File: src/rtl/mcr_pkg.sv
// Package for the message interrupt capability register block
package mcr_pkg;
  // Register byte offsets
  localparam logic [7:0] MCR_OFF_CTRL = 8'hf0;
  localparam logic [7:0] MCR_OFF_ADDR_LO = 8'hf4;
  localparam logic [7:0] MCR_OFF_ADDR_HI = 8'hf8;
  localparam logic [7:0] MCR_OFF_PAYLOAD = 8'hfc;
  // Fixed field values
  localparam logic [7:0] MCR_CAP_ID = 8'h05;
  localparam logic [7:0] MCR_NEXT_PTR = 8'h00;
  localparam logic [2:0] MCR_MSG_REQ = 3'h0;
  localparam logic [2:0] MCR_MSG_RESERVED_MIN = 3'h6;
  localparam logic [2:0] MCR_MSG_RESET = 3'h0;
  localparam logic MCR_ADDR64_RESET = 1'b1;
  // Field positions in the control word
  localparam int MCR_EN_BIT = 16;
  localparam int MCR_MMC_LSB = 17;
  localparam int MCR_MME_LSB = 20;
  localparam int MCR_A64_BIT = 23;
  localparam int MCR_PAYLOAD_W = 16;
  localparam logic [31:0] MCR_ZERO = 32'h0000_0000;
  localparam logic [1:0] MCR_ALIGN_ZERO = 2'h0;

  // Outgoing interrupt message write
  typedef struct packed {
    logic [63:0] addr;
    logic [31:0] data;
    logic wide;
  } mcr_msg_t;

  // Delivery state
  typedef enum logic [1:0] {
    MCR_IDLE = 2'b00,
    MCR_SEND = 2'b01
  } mcr_state_t;
endpackage : mcr_pkg

File: src/rtl/mcr_regs.sv
// Message interrupt capability registers with message write generation
//
// Overview of operation
// - Capability identifier byte in bits 7:0 is read-only and reads 05h.
// - Next pointer in bits 15:8 is read-only 00h, end of chain.
// - Enable clear means no messages; interrupts go out on legacy pin.
// - Enable set means interrupts become messages; legacy pin stays quiet.
// - Requested message count in bits 19:17 reads 000, one message.
// - Granted count bits 22:20 writable, reset 000; reserved codes are software's fault.
// - Message address bits 31:2 writable, reset zero; bits 1:0 read zero.
// - Upper message address is 32 writable bits, reset zero.
// - Message data holds 16 writable bits; upper 16 read zero.
`timescale 1ns/1ps
module mcr_regs (
  input wire logic clk_i,
  input wire logic rst_i,
  input wire logic wb_cyc_i,
  input wire logic wb_stb_i,
  input wire logic wb_we_i,
  input wire logic [7:0] wb_adr_i,
  input wire logic [3:0] wb_sel_i,
  input wire logic [31:0] wb_dat_i,
  output logic [31:0] wb_dat_o,
  output logic wb_ack_o,
  input wire logic irq_event_i,
  input wire logic msg_ready_i,
  output mcr_pkg::mcr_msg_t msg_o,
  output logic msg_valid_o,
  output logic intx_o,
  output logic msi_enabled_o
);
  import mcr_pkg::*;

  logic en_reg;
  logic [2:0] mme_reg;
  logic a64_reg;
  logic [31:2] addr_lo_reg;
  logic [31:0] addr_hi_reg;
  logic [MCR_PAYLOAD_W-1:0] payload_reg;
  logic pend_reg;
  mcr_state_t state_reg;
  logic req;
  logic wr;
  logic [31:0] rd_next;

  // Byte-lane merge of write data into an old word
  function automatic logic [31:0] mcr_merge(input logic [31:0] old, input logic [31:0] nw,
                                            input logic [3:0] sel);
    logic [31:0] res;
    res = old;
    for (int i = 0; i < 4; i++) begin
      if (sel[i]) begin
        res[i*8 +: 8] = nw[i*8 +: 8];
      end
    end
    return res;
  endfunction : mcr_merge

  // New request only when no ack is outstanding, so each cycle gets one ack
  assign req = wb_cyc_i && wb_stb_i && !wb_ack_o;
  assign wr = req && wb_we_i;

  // Bus acknowledge, one cycle after request; unmapped addresses also acked
  always_ff @(posedge clk_i) begin
    if (rst_i) begin
      wb_ack_o <= 1'b0;
    end else begin
      wb_ack_o <= req;
    end
  end

  // Control word: only enable, granted count and 64-bit bit are writable
  always_ff @(posedge clk_i) begin
    logic [31:0] m;
    m = mcr_merge({8'h00, a64_reg, mme_reg, MCR_MSG_REQ, en_reg, MCR_NEXT_PTR, MCR_CAP_ID},
                  wb_dat_i, wb_sel_i);
    if (rst_i) begin
      en_reg <= 1'b0;
      mme_reg <= MCR_MSG_RESET;
      a64_reg <= MCR_ADDR64_RESET;
    end else if (wr && wb_adr_i == MCR_OFF_CTRL) begin
      en_reg <= m[MCR_EN_BIT];
      mme_reg <= m[MCR_MME_LSB +: 3];
      a64_reg <= m[MCR_A64_BIT];
    end
  end

  // Address and data words
  always_ff @(posedge clk_i) begin
    logic [31:0] m;
    m = MCR_ZERO;
    if (rst_i) begin
      addr_lo_reg <= '0;
      addr_hi_reg <= MCR_ZERO;
      payload_reg <= '0;
    end else if (wr) begin
      unique case (wb_adr_i)
        MCR_OFF_ADDR_LO: begin
          m = mcr_merge({addr_lo_reg, MCR_ALIGN_ZERO}, wb_dat_i, wb_sel_i);
          addr_lo_reg <= m[31:2];
        end
        MCR_OFF_ADDR_HI: begin
          addr_hi_reg <= mcr_merge(addr_hi_reg, wb_dat_i, wb_sel_i);
        end
        MCR_OFF_PAYLOAD: begin
          m = mcr_merge({16'h0000, payload_reg}, wb_dat_i, wb_sel_i);
          payload_reg <= m[MCR_PAYLOAD_W-1:0];
        end
        default: begin
        end
      endcase
    end
  end

  // Read mux; unmapped offsets read zero
  always_comb begin
    rd_next = MCR_ZERO;
    unique case (wb_adr_i)
      MCR_OFF_CTRL: rd_next = {8'h00, a64_reg, mme_reg, MCR_MSG_REQ, en_reg,
                               MCR_NEXT_PTR, MCR_CAP_ID};
      MCR_OFF_ADDR_LO: rd_next = {addr_lo_reg, MCR_ALIGN_ZERO};
      MCR_OFF_ADDR_HI: rd_next = addr_hi_reg;
      MCR_OFF_PAYLOAD: rd_next = {16'h0000, payload_reg};
      default: rd_next = MCR_ZERO;
    endcase
  end

  // Read data registered with the ack
  always_ff @(posedge clk_i) begin
    if (rst_i) begin
      wb_dat_o <= MCR_ZERO;
    end else if (req && !wb_we_i) begin
      wb_dat_o <= rd_next;
    end
  end

  // Legacy pin follows the event only while messages are off
  always_ff @(posedge clk_i) begin
    if (rst_i) begin
      intx_o <= 1'b0;
      msi_enabled_o <= 1'b0;
    end else begin
      intx_o <= irq_event_i && !en_reg;
      msi_enabled_o <= en_reg;
    end
  end

  // One pending event held while a message is in flight; set wins over drain
  always_ff @(posedge clk_i) begin
    if (rst_i || !en_reg) begin
      pend_reg <= 1'b0;
    end else if (irq_event_i) begin
      pend_reg <= 1'b1;
    end else if (state_reg == MCR_IDLE && pend_reg) begin
      pend_reg <= 1'b0;
    end
  end

  // Message write sequencer; contents frozen while valid stands
  always_ff @(posedge clk_i) begin
    if (rst_i) begin
      state_reg <= MCR_IDLE;
      msg_valid_o <= 1'b0;
      msg_o <= '0;
    end else begin
      unique case (state_reg)
        MCR_IDLE: begin
          if (pend_reg && en_reg) begin
            state_reg <= MCR_SEND;
            msg_valid_o <= 1'b1;
            msg_o.addr <= {addr_hi_reg, addr_lo_reg, MCR_ALIGN_ZERO};
            msg_o.data <= {16'h0000, payload_reg};
            msg_o.wide <= addr_hi_reg != MCR_ZERO;
          end
        end
        MCR_SEND: begin
          if (msg_ready_i) begin
            state_reg <= MCR_IDLE;
            msg_valid_o <= 1'b0;
          end
        end
        default: begin
          state_reg <= MCR_IDLE;
          msg_valid_o <= 1'b0;
        end
      endcase
    end
  end
endmodule : mcr_regs

File: config.mk
export PLATFORM = sky130hd
export DESIGN_NAME = mcr_regs
export DESIGN_NICKNAME = d
export VERILOG_FILES = /design/src/rtl/mcr_pkg.sv /design/src/rtl/mcr_regs.sv
export SDC_FILE = /design/constraint.sdc
export NUM_CORES = 1
export LEC_CHECK = 0
export BUFFER_PORTS_ARGS = -buffer_cell sky130_fd_sc_hd__buf_2
export CORE_ASPECT_RATIO = 1.75
export CORE_MARGIN = 4
export CORE_UTILIZATION = 58
export DETAILED_ROUTE_END_ITERATION = 12
export PLACE_DENSITY = 0.85
export REMOVE_ABC_BUFFERS = 1
export SYNTH_ARGS = -nofsm -noshare
export SYNTH_HDL_FRONTEND = slang
export SYNTH_SLANG_ARGS = --single-unit
export TNS_END_PERCENT = 5
File: constraint.sdc
create_clock -name clk_i -period 3.1 [get_ports clk_i]
set_clock_uncertainty 0.1 [all_clocks]
set_input_delay 0.62 -clock clk_i [delete_from_list [all_inputs] [get_ports clk_i]]
set_output_delay 0.62 -clock clk_i [all_outputs]
set_load 0.02 [all_outputs]
# == Yosys cells after proc, flatten, opt, wreduce, memory -nomap -nowiden ==
# Index checks and enable logic that the tools add are counted.
# totals
reg_bits,201
# classes
n_reduce_logical,28
n_mux,9
n_eq_ne,7
# ops
op,count
case mux 32 bit (4 select lines),1
equality test 8 bit (second input constant),4
nonzero test 32 bit,1
AND reduction 3 bit,10
logical AND 1 bit,8
AND reduction 2 bit,3
two-way mux 1 bit,4
two-way mux 2 bit,2
case mux 2 bit (2 select lines),1
zero test 1 bit,3
equality test 2 x 1 -> 1 bit (second input constant),1
zero test 2 bit,1
inequality test 2 x 1 -> 1 bit (second input constant),1
inequality test 2 bit (second input constant),1
case mux 1 bit (2 select lines),1
nonzero test 2 bit,1
logical OR 1 bit,1

# == Longest topological paths before layout ==
# Gate-level depths: netlist of run 1.
# logic_depth
ltp_word,5
depth_mapped,7

# == Worst setup path before layout of run 1 ==
# OpenSTA, ideal clock, no wires.
# synth_path
kind,input to register
startpoint,input wb_adr_i[0]
endpoint,register addr_hi_reg[22]
t_required_ps,2872
arrival_time_ps,1936
slack_ps,936
stages,6
cell_sequence,nand4bb_1 > buf_6 > buf_12 > nor4_4 > mux2i_1 > nor2_1
# synth_between
elab_chain_cells,2
# synth_rtl
item,line_no,rtl
from (decl),mcr_regs.sv:20,"input wire logic [7:0] wb_adr_i,"
equality test 8 bit,mcr_regs.sv:97,unique case (wb_adr_i)
AND reduction 3 bit (no source line),n/a,
to (signal assigned),mcr_regs.sv:103,"addr_hi_reg <= mcr_merge(addr_hi_reg, wb_dat_i, wb_sel_i);"
to (decl),mcr_regs.sv:38,logic [31:0] addr_hi_reg;
# Every way passes these cells.
# A chain may end at the register's enable or synchronous reset.

# == Worst setup path after layout of run 1 ==
# layout_path
startpoint,input wb_adr_i[1]
endpoint,register addr_lo_reg[4] (netlist bit)
# layout_between
elab_chain_cells,2
# layout_rtl
item,line_no,rtl
equality test 8 bit,mcr_regs.sv:97,
AND reduction 3 bit (no source line),n/a,
to (signal assigned),mcr_regs.sv:100,addr_lo_reg <= m[31:2];
to (decl),mcr_regs.sv:37,logic [31:2] addr_lo_reg;
# Every way passes these cells.

==> metrics.sh, run 1 <==
STATUS='completed'
SYN-INSTANCE-COUNT=854
INITIAL_UTILIZATION_PCT=59.1
STD_CELL_ROWS=56
GRTUSAGETOTAL_PCT=26.6
MAX_CAP_VIOL_COUNT=0
CTS_TREE='built'
FP.DIEH_UM=162
AREA_GROWTH_PCT=19.8
GRT_PASS1_WL_MM=32.5
FIN_CRIT_SH_PCT=71.0
FLOORPLAN.DIE_AREA_UM2=15600
YS.WARNINGS.COUNT=0
WORSTSETUPPATHTYPE='input pin to flop'
POST-ROUTE-DRC-COUNT=0
FMAX_MHz=454
PEAKVDDDROP_V=0.000374
YOSYSSEQAREASHARE_PCT=50.4
TRITONCTS.NUM_BUFFERS=17
SYNTH.AVG_CELL_AREA_UM2=9.26
SUM_OF_NEGATIVE_SETUP_SLACK_NS=0
VIA_COUNT=6633
RSZ0062_AT_GRT='no'
BOUNDARYPINS=184
CTS.CLK_SLEW.WORST_PATHS_NS=0.07
FINALHOLDWORSTSLACK_NS=0.330
FINAL-SETUP-VIOL-COUNT=0
CTS-ROOT-BUF='sky130_fd_sc_hd__clkbuf_16'
VIASPERCELL=5.56
GRT_ANTENNA_BEFORE_REPAIR=2
DRT_FIRST_ITER_VIOLATIONS=361
REG2REG_SLACK_NS=1.08
MAXSLEWVIOLCOUNT=0
ANT_NETS=0
MAX_SLEW_MARGIN_PCT=51.9
CRITICAL_PATH.MAX_FANOUT=6
DIE_WIDTH_UM=96.3
FIRSTDRTPASSITERS=5
POST_CTS.REPAIR.SETUP_BUFFERS=0
SYN_AREA_UM2=7910
NUMPORTBUFFERS=165
ROUTABILITYCONGESTION=0.828
DP_HPWL_MM=14.2
WORST-ENDPOINT-REQUIRED_NS=3.28
FINAL_HOLD_VIOS=0
NETLIST-CELL-TYPE-COUNT=33
CLOCK_SINKS=199
YS_SEQ_ELEMENTS=199
TOTAL_LEAKAGE_POWER_nW=3.78
CTSHOLDBUFFERS=0
CTS-ROOT-TO-SINK-BUFFERS=2
POST-ROUTE-MIN-PERIOD_NS=2.20
TOTAL_POWER_mW=5.00
CRIT_ARRIVAL_NS=2.38
YOSYS-MUX-AREA-FRACTION_PCT=13.1
NETS=1054
DPL.CELL_COUNT=1158
LAYOUT.CORE_UTILIZATION_PCT=70.8
TIMING.CRITICAL_PATH.FROM_TYPE='input pin'
VIA_COUNT_OF_THE_FIRST_GLOBAL_ROUTING_PASS=6394
WORSTSKEWPAIRLATENCY_NS=0.43
WORSTHOLDPATHTYPE='input pin to flop'
LARGEST_FAMILY_OF_LOGIC_CELLS_BY_SYNTHESIZED_AREA='simple AND/OR/NAND/NOR gates'
DRT-TOTAL-WL_MM=20.6
POWER-PER-CELL-AREA_nW_PER_UM2=528
CORE_AREA_UM2=13400
SYNTH_COMPOUND_AREA_SHARE_PCT=11.5
MAXIMUM_NUMBER_OF_PINS_ON_ONE_NET_BEFORE_GLOBAL_ROUTE_REPAIR=93
XOR_XNOR_FRACTION_OF_SYNTH_AREA_PCT=0
HTREE_NUM_LEVELS=4
SIMPLE_LOGIC_CELL_FRACTION_OF_THE_SYNTHESIZED_AREA_PCT=19.7
YOSYS.AREA_SHARE.ADDER_PCT=0
MAX_SLEW.WORST_PIN.SLEW_NS=0.722
CRIT_PATH_END_KIND='flop'
CTS_REPAIR_RESIZE_COUNT=0
GLOBAL_ROUTE.OVERFLOW_TOTAL=0
FINISH.CELL_COUNT_WITHOUT_FILLERS=1192
ROUTE.DETAILED.WL_PER_INST_UM=17.3
PROPORTION_OF_LAYOUT_CELLS_WITH_A_DRIVE_SUFFIX_ABOVE_1_PCT=25.1
NUMBER_OF_FLIP_FLOPS_IN_THE_LARGEST_REGISTER=79
==> power breakdown <==
part | switching (mW) | internal [mW] | leakage [nW]
logic | 0.145 | 0.0532 | 1.89
clock network | 1.00 | 1.25 | 0.284
registers | 0.000785 | 2.56 | 1.60
total | 1.15 | 3.86 | 3.78
==> cells in the final DEF (no fill, tap or decap), drive strengths merged, types with 2 or more instances in the layout <==
cell type | netlist | final
nor2b | 5 | 5
clkinvlp | 0 | 4
nand2b | 2 | 2
nor3 | 3 | 3
inv | 0 | 4
nand4b | 8 | 8
nand2 | 164 | 164
nand4 | 4 | 4
bufinv | 0 | 2
dfxtp | 199 | 199
buf | 28 | 193
nor4 | 19 | 19
diode | 0 | 2
nand4bb | 3 | 3
o2bb2ai | 5 | 5
mux2 | 14 | 14
clkinv | 0 | 2
a22oi | 28 | 28
mux2i | 88 | 88
a22o | 24 | 24
clkbuf | 52 | 20
nor2 | 116 | 116
a21oi | 83 | 83
conb | 1 | 18
==> cell usage after synthesis <==
| cell type | count | share of area, % |
|---|---|---|
| sky130_fd_sc_hd__dfxtp_1 | 199 | 50 |
| sky130_fd_sc_hd__buf_1 | 2 | 0.095 |
| sky130_fd_sc_hd__buf_12 | 1 | 0.25 |
| sky130_fd_sc_hd__mux2i_1 | 88 | 11 |
| sky130_fd_sc_hd__clkbuf_1 | 51 | 2.4 |
| sky130_fd_sc_hd__a32oi_1 | 1 | 0.11 |
| sky130_fd_sc_hd__o211ai_1 | 1 | 0.095 |
| sky130_fd_sc_hd__nor3_1 | 3 | 0.19 |
| sky130_fd_sc_hd__conb_1 | 1 | 0.047 |
| sky130_fd_sc_hd__clkbuf_8 | 1 | 0.17 |
| sky130_fd_sc_hd__buf_6 | 1 | 0.14 |
| sky130_fd_sc_hd__nand4_1 | 4 | 0.32 |
| sky130_fd_sc_hd__nor3b_1 | 1 | 0.095 |
| sky130_fd_sc_hd__nor4_1 | 8 | 0.63 |
| sky130_fd_sc_hd__or2_2 | 1 | 0.079 |
| sky130_fd_sc_hd__buf_4 | 18 | 1.7 |
| sky130_fd_sc_hd__a22o_1 | 24 | 2.7 |
| sky130_fd_sc_hd__nor2b_1 | 5 | 0.40 |
| sky130_fd_sc_hd__a22oi_1 | 28 | 2.7 |
| sky130_fd_sc_hd__o2111ai_1 | 1 | 0.11 |
| sky130_fd_sc_hd__a21oi_1 | 83 | 5.3 |
| sky130_fd_sc_hd__nor4_4 | 11 | 3.0 |
| sky130_fd_sc_hd__mux2_2 | 14 | 2.0 |
| sky130_fd_sc_hd__buf_2 | 6 | 0.38 |
| sky130_fd_sc_hd__nor2_1 | 116 | 5.5 |
| sky130_fd_sc_hd__o2bb2ai_1 | 5 | 0.55 |
| sky130_fd_sc_hd__nand4b_1 | 8 | 0.89 |
| sky130_fd_sc_hd__a211o_1 | 1 | 0.11 |
| sky130_fd_sc_hd__nand4bb_1 | 3 | 0.43 |
| sky130_fd_sc_hd__nand2_1 | 164 | 7.8 |
| sky130_fd_sc_hd__nand2b_1 | 2 | 0.16 |
| sky130_fd_sc_hd__nand3b_4 | 1 | 0.25 |
| sky130_fd_sc_hd__nand3_1 | 1 | 0.063 |
==> metrics by stage <==
stage	area, um^2	setup slack (ns)
floorplan	7560	-0.997
global placement	8870	0.500
detailed placement	8870	0.461
CTS	9470	0.908
global route	9470	0.781
finish	9470	0.900
==> area by class of cell <==
| class | instances | area (um^2) |
|---|---|---|
| well taps | 174 | 218 |
| repair buffers | 193 | 1070 |
| multi-input cells | 592 | 3600 |
| flip-flops and latches | 199 | 3980 |
| diodes | 2 | 5.00 |
| fillers | 1051 | 3910 |
| clock buffers | 20 | 457 |
| clock inverters | 12 | 143 |
==> final timing paths <==
check,start,end,depth (start not counted)
hold / removal,irq_event_i,pend_reg,3
setup / recovery,wb_adr_i[1],addr_lo_reg[4],6
setup reg to reg,wb_ack_o,addr_lo_reg[15],5
hold reg to reg,msg_o[71],msg_o[71],2
==> logic make-up (layout without fill, tap and decap cells) <==
group | Yosys count | after routing
AND/OR/NAND/NOR | 328 | 328
buffers and inverters | 80 | 225
multiplexers | 102 | 102
flip-flops | 199 | 199
other | 1 | 20
AO/OA/AOI/OAI | 144 | 144
==> critical path, cell delays in order <==
cell	delay (ns)
sky130_fd_sc_hd__buf_2	0.12
sky130_fd_sc_hd__nand4bb_1	0.41
sky130_fd_sc_hd__buf_4	0.31
sky130_fd_sc_hd__nor4_4	0.61
sky130_fd_sc_hd__mux2i_1	0.25
sky130_fd_sc_hd__nor2_1	0.05
==> metal layers <==
| layer | share of wire, % | up-vias | GRT usage [%] |
|---|---|---|---|
| met5 | 0.039 | - | 0 |
| met1 | 38 | 3143 | 30.8 |
| met4 | 4.2 | 2 | 12.2 |
| met2 | 51 | 248 | 45.7 |
| met3 | 6.9 | 60 | 6.01 |
| li1 | - | 3180 | - |
Note: power is estimated with default switching activity, not from simulation.
==> inputs of run 2 (changes only) <==
--- a/config.mk
+++ b/config.mk
@@ -8,9 +8,9 @@
 export BUFFER_PORTS_ARGS = -buffer_cell sky130_fd_sc_hd__buf_2
 export CORE_ASPECT_RATIO = 1.75
 export CORE_MARGIN = 4
-export CORE_UTILIZATION = 58
+export CORE_UTILIZATION = 48
 export DETAILED_ROUTE_END_ITERATION = 12
-export PLACE_DENSITY = 0.85
+export PLACE_DENSITY = 0.75
 export REMOVE_ABC_BUFFERS = 1
 export SYNTH_ARGS = -nofsm -noshare
 export SYNTH_HDL_FRONTEND = slang
==> constraint.sdc (replaced) <==
create_clock -name clk_i -period 2 [get_ports clk_i]
set_clock_uncertainty 0.1 [all_clocks]
set_input_delay 0.4 -clock clk_i [delete_from_list [all_inputs] [get_ports clk_i]]
set_output_delay 0.4 -clock clk_i [all_outputs]
set_load 0.02 [all_outputs]
==> metrics.sh, run 2 (synthesis results as in run 1) <==
TIMING.CRITICAL_PATH.FROM_TYPE='flop'
POST-ROUTE-MIN-PERIOD_NS=1.77
GRT_PASS1_WL_MM=33.0
CTS.CLK_SLEW.WORST_PATHS_NS=0.07
HTREE_NUM_LEVELS=4
DPL_CELL_AREA_UM2=9130
MAX_SLEW.WORST_PIN.SLEW_NS=0.606
TOTAL_LEAKAGE_POWER_nW=3.88
POST_CTS.REPAIR.SETUP_BUFFERS=0
CTS-ROOT-TO-SINK-BUFFERS=2
FINAL-SETUP-VIOL-COUNT=0
CTS_TREE='built'
POWER-PER-CELL-AREA_nW_PER_UM2=783
FINALHOLDWORSTSLACK_NS=0.130
CRITICAL_PATH.MAX_FANOUT=13
CRITPATHBUFINV=1
ROUTABILITYCONGESTION=0.814
PEAKVDDDROP_V=0.000495
ROUTE.DETAILED.WL_PER_INST_UM=17.1
STATUS='completed'
SUM_OF_NEGATIVE_SETUP_SLACK_NS=0
CLOCK_SINKS=199
FINAL_COMMON_CELL='sky130_fd_sc_hd__dfxtp_1'
FMAX_MHz=565
LAYOUT.CORE_UTILIZATION_PCT=60.6
POST-ROUTE-CELL-AREA_UM2=9710
WORSTSKEWPAIRLATENCY_NS=0.42
CRIT_ARRIVAL_NS=1.95
TIMING.FINAL.WS_SETUP_NS=0.230
VIASPERCELL=5.43
DRT-TOTAL-WL_MM=20.9
CTSHOLDBUFFERS=0
TIMING.CRITICAL_PATH.CELLS='nand3b_4 -> nor4_4 -> buf_12 -> mux2i_1 -> nor2_1'
VIA_COUNT=6641
CRITICAL_PATH.TOP_DELAY_FAMILY='simple AND/OR/NAND/NOR gates'
FP.DIEH_UM=178
SLOWEST_CELL_ON_THE_CRITICAL_PATH='sky130_fd_sc_hd__nor4_4'
GRT_ANTENNA_BEFORE_REPAIR=3
GRTUSAGETOTAL_PCT=22.2
CTS-ROOT-BUF='sky130_fd_sc_hd__clkbuf_16'
CRITICAL_PATH_LAUNCH_POINT='wb_ack_o'
MAXSLEWVIOLCOUNT=0
POST-ROUTE-DRC-COUNT=0
FIN_CRIT_SH_PCT=88.5
MAX_CAP_VIOL_COUNT=0
WORSTSETUPPATHTYPE='flop to flop'
INITIAL_UTILIZATION_PCT=49.4
FIRSTDRTPASSITERS=4
NETS=1068
PROPORTION_OF_LAYOUT_CELLS_WITH_A_DRIVE_SUFFIX_ABOVE_1_PCT=26.0
FLOORPLAN.DIE_AREA_UM2=18700
ANT_NETS=0
TRITONCTS.NUM_BUFFERS=17
STD_CELL_ROWS=61
WORSTHOLDPATHTYPE='input pin to flop'
DRT_FIRST_ITER_VIOLATIONS=270
REG2REG_FROM='wb_ack_o'
DIE_WIDTH_UM=105
BOUNDARYPINS=184
MAX_SLEW_MARGIN_PCT=59.6
CTS_REPAIR_RESIZE_COUNT=0
PRECTSSETUPSLACK_NS=0.0882
VIA_COUNT_OF_THE_FIRST_GLOBAL_ROUTING_PASS=6563
CRIT_PATH_END_KIND='flop'
GLOBAL_ROUTE.OVERFLOW_TOTAL=0
NUMPORTBUFFERS=165
MOST_FREQUENT_CELLS_IN_THE_LAYOUT='sky130_fd_sc_hd__dfxtp_1, sky130_fd_sc_hd__nand2_1, sky130_fd_sc_hd__buf_2'
RSZ0062_AT_GRT='no'
HOLD_PATH_STARTPOINT='wb_dat_i[27]'
WORST-ENDPOINT-REQUIRED_NS=2.18
NUMBER_OF_FLIP_FLOPS_IN_THE_LARGEST_REGISTER=79
FINAL_HOLD_VIOS=0
AREA_GROWTH_PCT=22.7
FINISH.CELL_COUNT_WITHOUT_FILLERS=1222
DP_HPWL_MM=14.6
MAXIMUM_NUMBER_OF_PINS_ON_ONE_NET_BEFORE_GLOBAL_ROUTE_REPAIR=80
TOTAL_POWER_mW=7.60
DPL.CELL_COUNT=1187
CORE_AREA_UM2=16000
TIMING.CRITICAL_PATH.SLOWEST_CELL_DELAY_NS=0.39
run 2: power by group:
group | switching, mW | leakage, nW | internal (mW)
sequential | 0.00101 | 1.60 | 3.96
combinational | 0.238 | 2.01 | 0.102
clock | 1.52 | 0.267 | 1.77
total | 1.76 | 3.88 | 5.84
run 2: worst paths after layout:
check                           slack [ns]         endpoint  depth (start not counted)
worst max-delay path                  0.23  payload_reg[10]                          5
worst min-delay path                  0.13  addr_hi_reg[27]                          3
worst max register to register        0.23  payload_reg[10]                          5
worst min register to register        0.35         msg_o[6]                          2
run 2: final cells by class:
class / count / area [um^2]
tap: 189 / 236
fill: 1420 / 6320
sequential: 199 / 3980
multi-input combinational: 592 / 3600
clock inverter: 12 / 119
clock buffer: 20 / 447
antenna: 3 / 7.51
timing repair buffer: 207 / 1310
run 2: tightest hold or removal path: stages:
cell,delay [ns]
sky130_fd_sc_hd__buf_2,0.09
sky130_fd_sc_hd__mux2i_1,0.06
sky130_fd_sc_hd__nor2_1,0.07
run 2: routing by layer:
layer	track usage (%)	part of all wire (%)	vias to the layer above
met3	3.75	4.6	26
li1	-	-	3211
met1	25.8	40	3209
met2	40.4	53	193
met4	8.87	1.8	2
met5	0	0.062	-
==> inputs of run 3 (changes only) <==
--- a/config.mk
+++ b/config.mk
@@ -7,11 +7,11 @@
 export LEC_CHECK = 0
 export BUFFER_PORTS_ARGS = -buffer_cell sky130_fd_sc_hd__buf_2
 export CORE_ASPECT_RATIO = 1.75
-export CORE_MARGIN = 4
 export CORE_UTILIZATION = 48
 export DETAILED_ROUTE_END_ITERATION = 12
 export PLACE_DENSITY = 0.75
 export REMOVE_ABC_BUFFERS = 1
+export SETUP_SLACK_MARGIN = 0.05
 export SYNTH_ARGS = -nofsm -noshare
 export SYNTH_HDL_FRONTEND = slang
 export SYNTH_SLANG_ARGS = --single-unit
==> metrics.sh, run 3 (synthesis results as in run 1) <==
WORSTSKEWPAIRLATENCY_NS=0.43
TIMING.CRITICAL_PATH.SLOWEST_CELL_DELAY_NS=0.38
MOST_FREQUENT_CELLS_IN_THE_LAYOUT='sky130_fd_sc_hd__dfxtp_1, sky130_fd_sc_hd__nand2_1, sky130_fd_sc_hd__buf_2'
FINAL_HOLD_VIOS=0
CTS-ROOT-BUF='sky130_fd_sc_hd__clkbuf_16'
DRT_FIRST_ITER_VIOLATIONS=264
GRT_PASS1_WL_MM=32.5
FF_LATCH_AREA_UM2=3980
MAX_SLEW_MARGIN_PCT=63.0
PROPORTION_OF_LAYOUT_CELLS_WITH_A_DRIVE_SUFFIX_ABOVE_1_PCT=25.8
STATUS='completed'
CORE_AREA_UM2=16000
FINALHOLDWORSTSLACK_NS=0.113
CRITICAL_PATH.MAX_FANOUT=13
RSZ0062_AT_GRT='no'
GRTUSAGETOTAL_PCT=24.6
BOUNDARYPINS=184
LAYOUT.CORE_UTILIZATION_PCT=60.3
CTS-ROOT-TO-SINK-BUFFERS=2
DP_HPWL_MM=14.2
CTSHOLDBUFFERS=0
ROUTABILITYCONGESTION=0.759
GRT_ANTENNA_BEFORE_REPAIR=1
CRIT_PATH_END_KIND='flop'
VIASPERCELL=5.41
CTS_REPAIR_RESIZE_COUNT=0
INITIAL_UTILIZATION_PCT=49.4
CLOCK_SINKS=199
CRIT_ARRIVAL_NS=1.96
FIRSTDRTPASSITERS=4
FMAX_MHz=573
NUMBER_OF_FLIP_FLOPS_IN_THE_LARGEST_REGISTER=79
FILL_CELLS=1425
GLOBAL_ROUTE.OVERFLOW_TOTAL=0
TIMING.CRITICAL_PATH.CELLS='nand3b_4 -> nor4_4 -> buf_12 -> mux2i_1 -> nor2_1'
CTS.CLK_SLEW.WORST_PATHS_NS=0.08
POWER-PER-CELL-AREA_nW_PER_UM2=784
MAXSLEWVIOLCOUNT=0
WORSTSETUPPATHTYPE='flop to flop'
TOTAL_LEAKAGE_POWER_nW=3.87
NUMPORTBUFFERS=165
WORST-ENDPOINT-REQUIRED_NS=2.21
MAXIMUM_NUMBER_OF_PINS_ON_ONE_NET_BEFORE_GLOBAL_ROUTE_REPAIR=47
ANT_NETS=0
HTREE_NUM_LEVELS=4
SLOWEST_CELL_ON_THE_CRITICAL_PATH='sky130_fd_sc_hd__nand3b_4'
DRT-TOTAL-WL_MM=20.4
STD_CELL_ROWS=61
VIA_COUNT_OF_THE_FIRST_GLOBAL_ROUTING_PASS=6422
MAX_SLEW.WORST_PIN.SLEW_NS=0.552
TIMING.CRITICAL_PATH.FROM_TYPE='flop'
PEAKVDDDROP_V=0.000533
FINAL_COMMON_CELL='sky130_fd_sc_hd__dfxtp_1'
TRITONCTS.NUM_BUFFERS=17
WORSTHOLDPATHTYPE='input pin to flop'
POST-ROUTE-MIN-PERIOD_NS=1.75
CTS_TREE='built'
AREA_OF_THE_MULTI_INPUT_GATES_UM2=3600
DIE_WIDTH_UM=99.0
POST-ROUTE-DRC-COUNT=0
FIN_CRIT_SH_PCT=87.3
SUM_OF_NEGATIVE_SETUP_SLACK_NS=0
FP.DIEH_UM=172
ROUTE.DETAILED.WL_PER_INST_UM=16.7
MAX_CAP_VIOL_COUNT=0
FLOORPLAN.DIE_AREA_UM2=17000
FINAL-SETUP-VIOL-COUNT=0
AREA_GROWTH_PCT=22.2
VIA_COUNT=6574
NETS=1065
POST_CTS.REPAIR.SETUP_BUFFERS=0
-- run 3: cell count changes in the layout (fill, tap and decap cells not counted), sizes merged --
| cell | change |
|---|---|
| clkinvlp | -4 |
| diode | -2 |
| inv | +3 |
| buf | -3 |
| bufinv | -1 |
| clkinv | +2 |
| clkbuf | -1 |
-- run 3: final timing paths --
kind | from | to | slack (ns) | cells after the start
setup / recovery | wb_ack_o | payload_reg[15] | 0.25 | 5
hold reg to reg | msg_o[42] | msg_o[42] | 0.35 | 2
hold / removal | wb_dat_i[19] | addr_lo_reg[19] | 0.11 | 3
setup reg to reg | wb_ack_o | payload_reg[15] | 0.25 | 5
-- run 3: layer usage --
| metal | global-route usage (%) | share of wire [%] | vias up |
|---|---|---|---|
| met4 | 11.5 | 3.0 | 0 |
| met3 | 4.75 | 4.2 | 37 |
| met5 | 0 | 0 | - |
| met1 | 27.3 | 40 | 3141 |
| met2 | 44.9 | 53 | 192 |
| li1 | - | - | 3204 |
-- run 3: critical path, delay by kind of cell, from the launching register on --
kind	cells	cell delay (ns)
simple gates	3	0.80
flops	1	0.32
mux	1	0.20
buf+inv	1	0.18
-- run 3: final cells by class --
type / count / area share (%)
tap: 189 / 2.45
clock buffer: 19 / 4.58
timing repair buffer: 204 / 13.3
sequential: 199 / 41.2
multi-input combinational: 592 / 37.3
antenna: 1 / 0.0259
clock inverter: 12 / 1.16
-- run 3: through the flow --
stage	total power, mW	worst slack, ns	area [um^2]	instances
after floorplan	4.16	-1.88	7560	791
after global placement	4.38	0.102	9110	1184
after detailed placement	4.39	0.0772	9110	1184
after CTS	7.65	0.239	9660	1215
after global routing	7.82	0.126	9670	1216
final	7.58	0.254	9670	1216
-- run 3: report_power, final --
group	switching (mW)	internal [mW]
combinational	0.233	0.0997
clock	1.62	1.67
sequential	0.00105	3.96
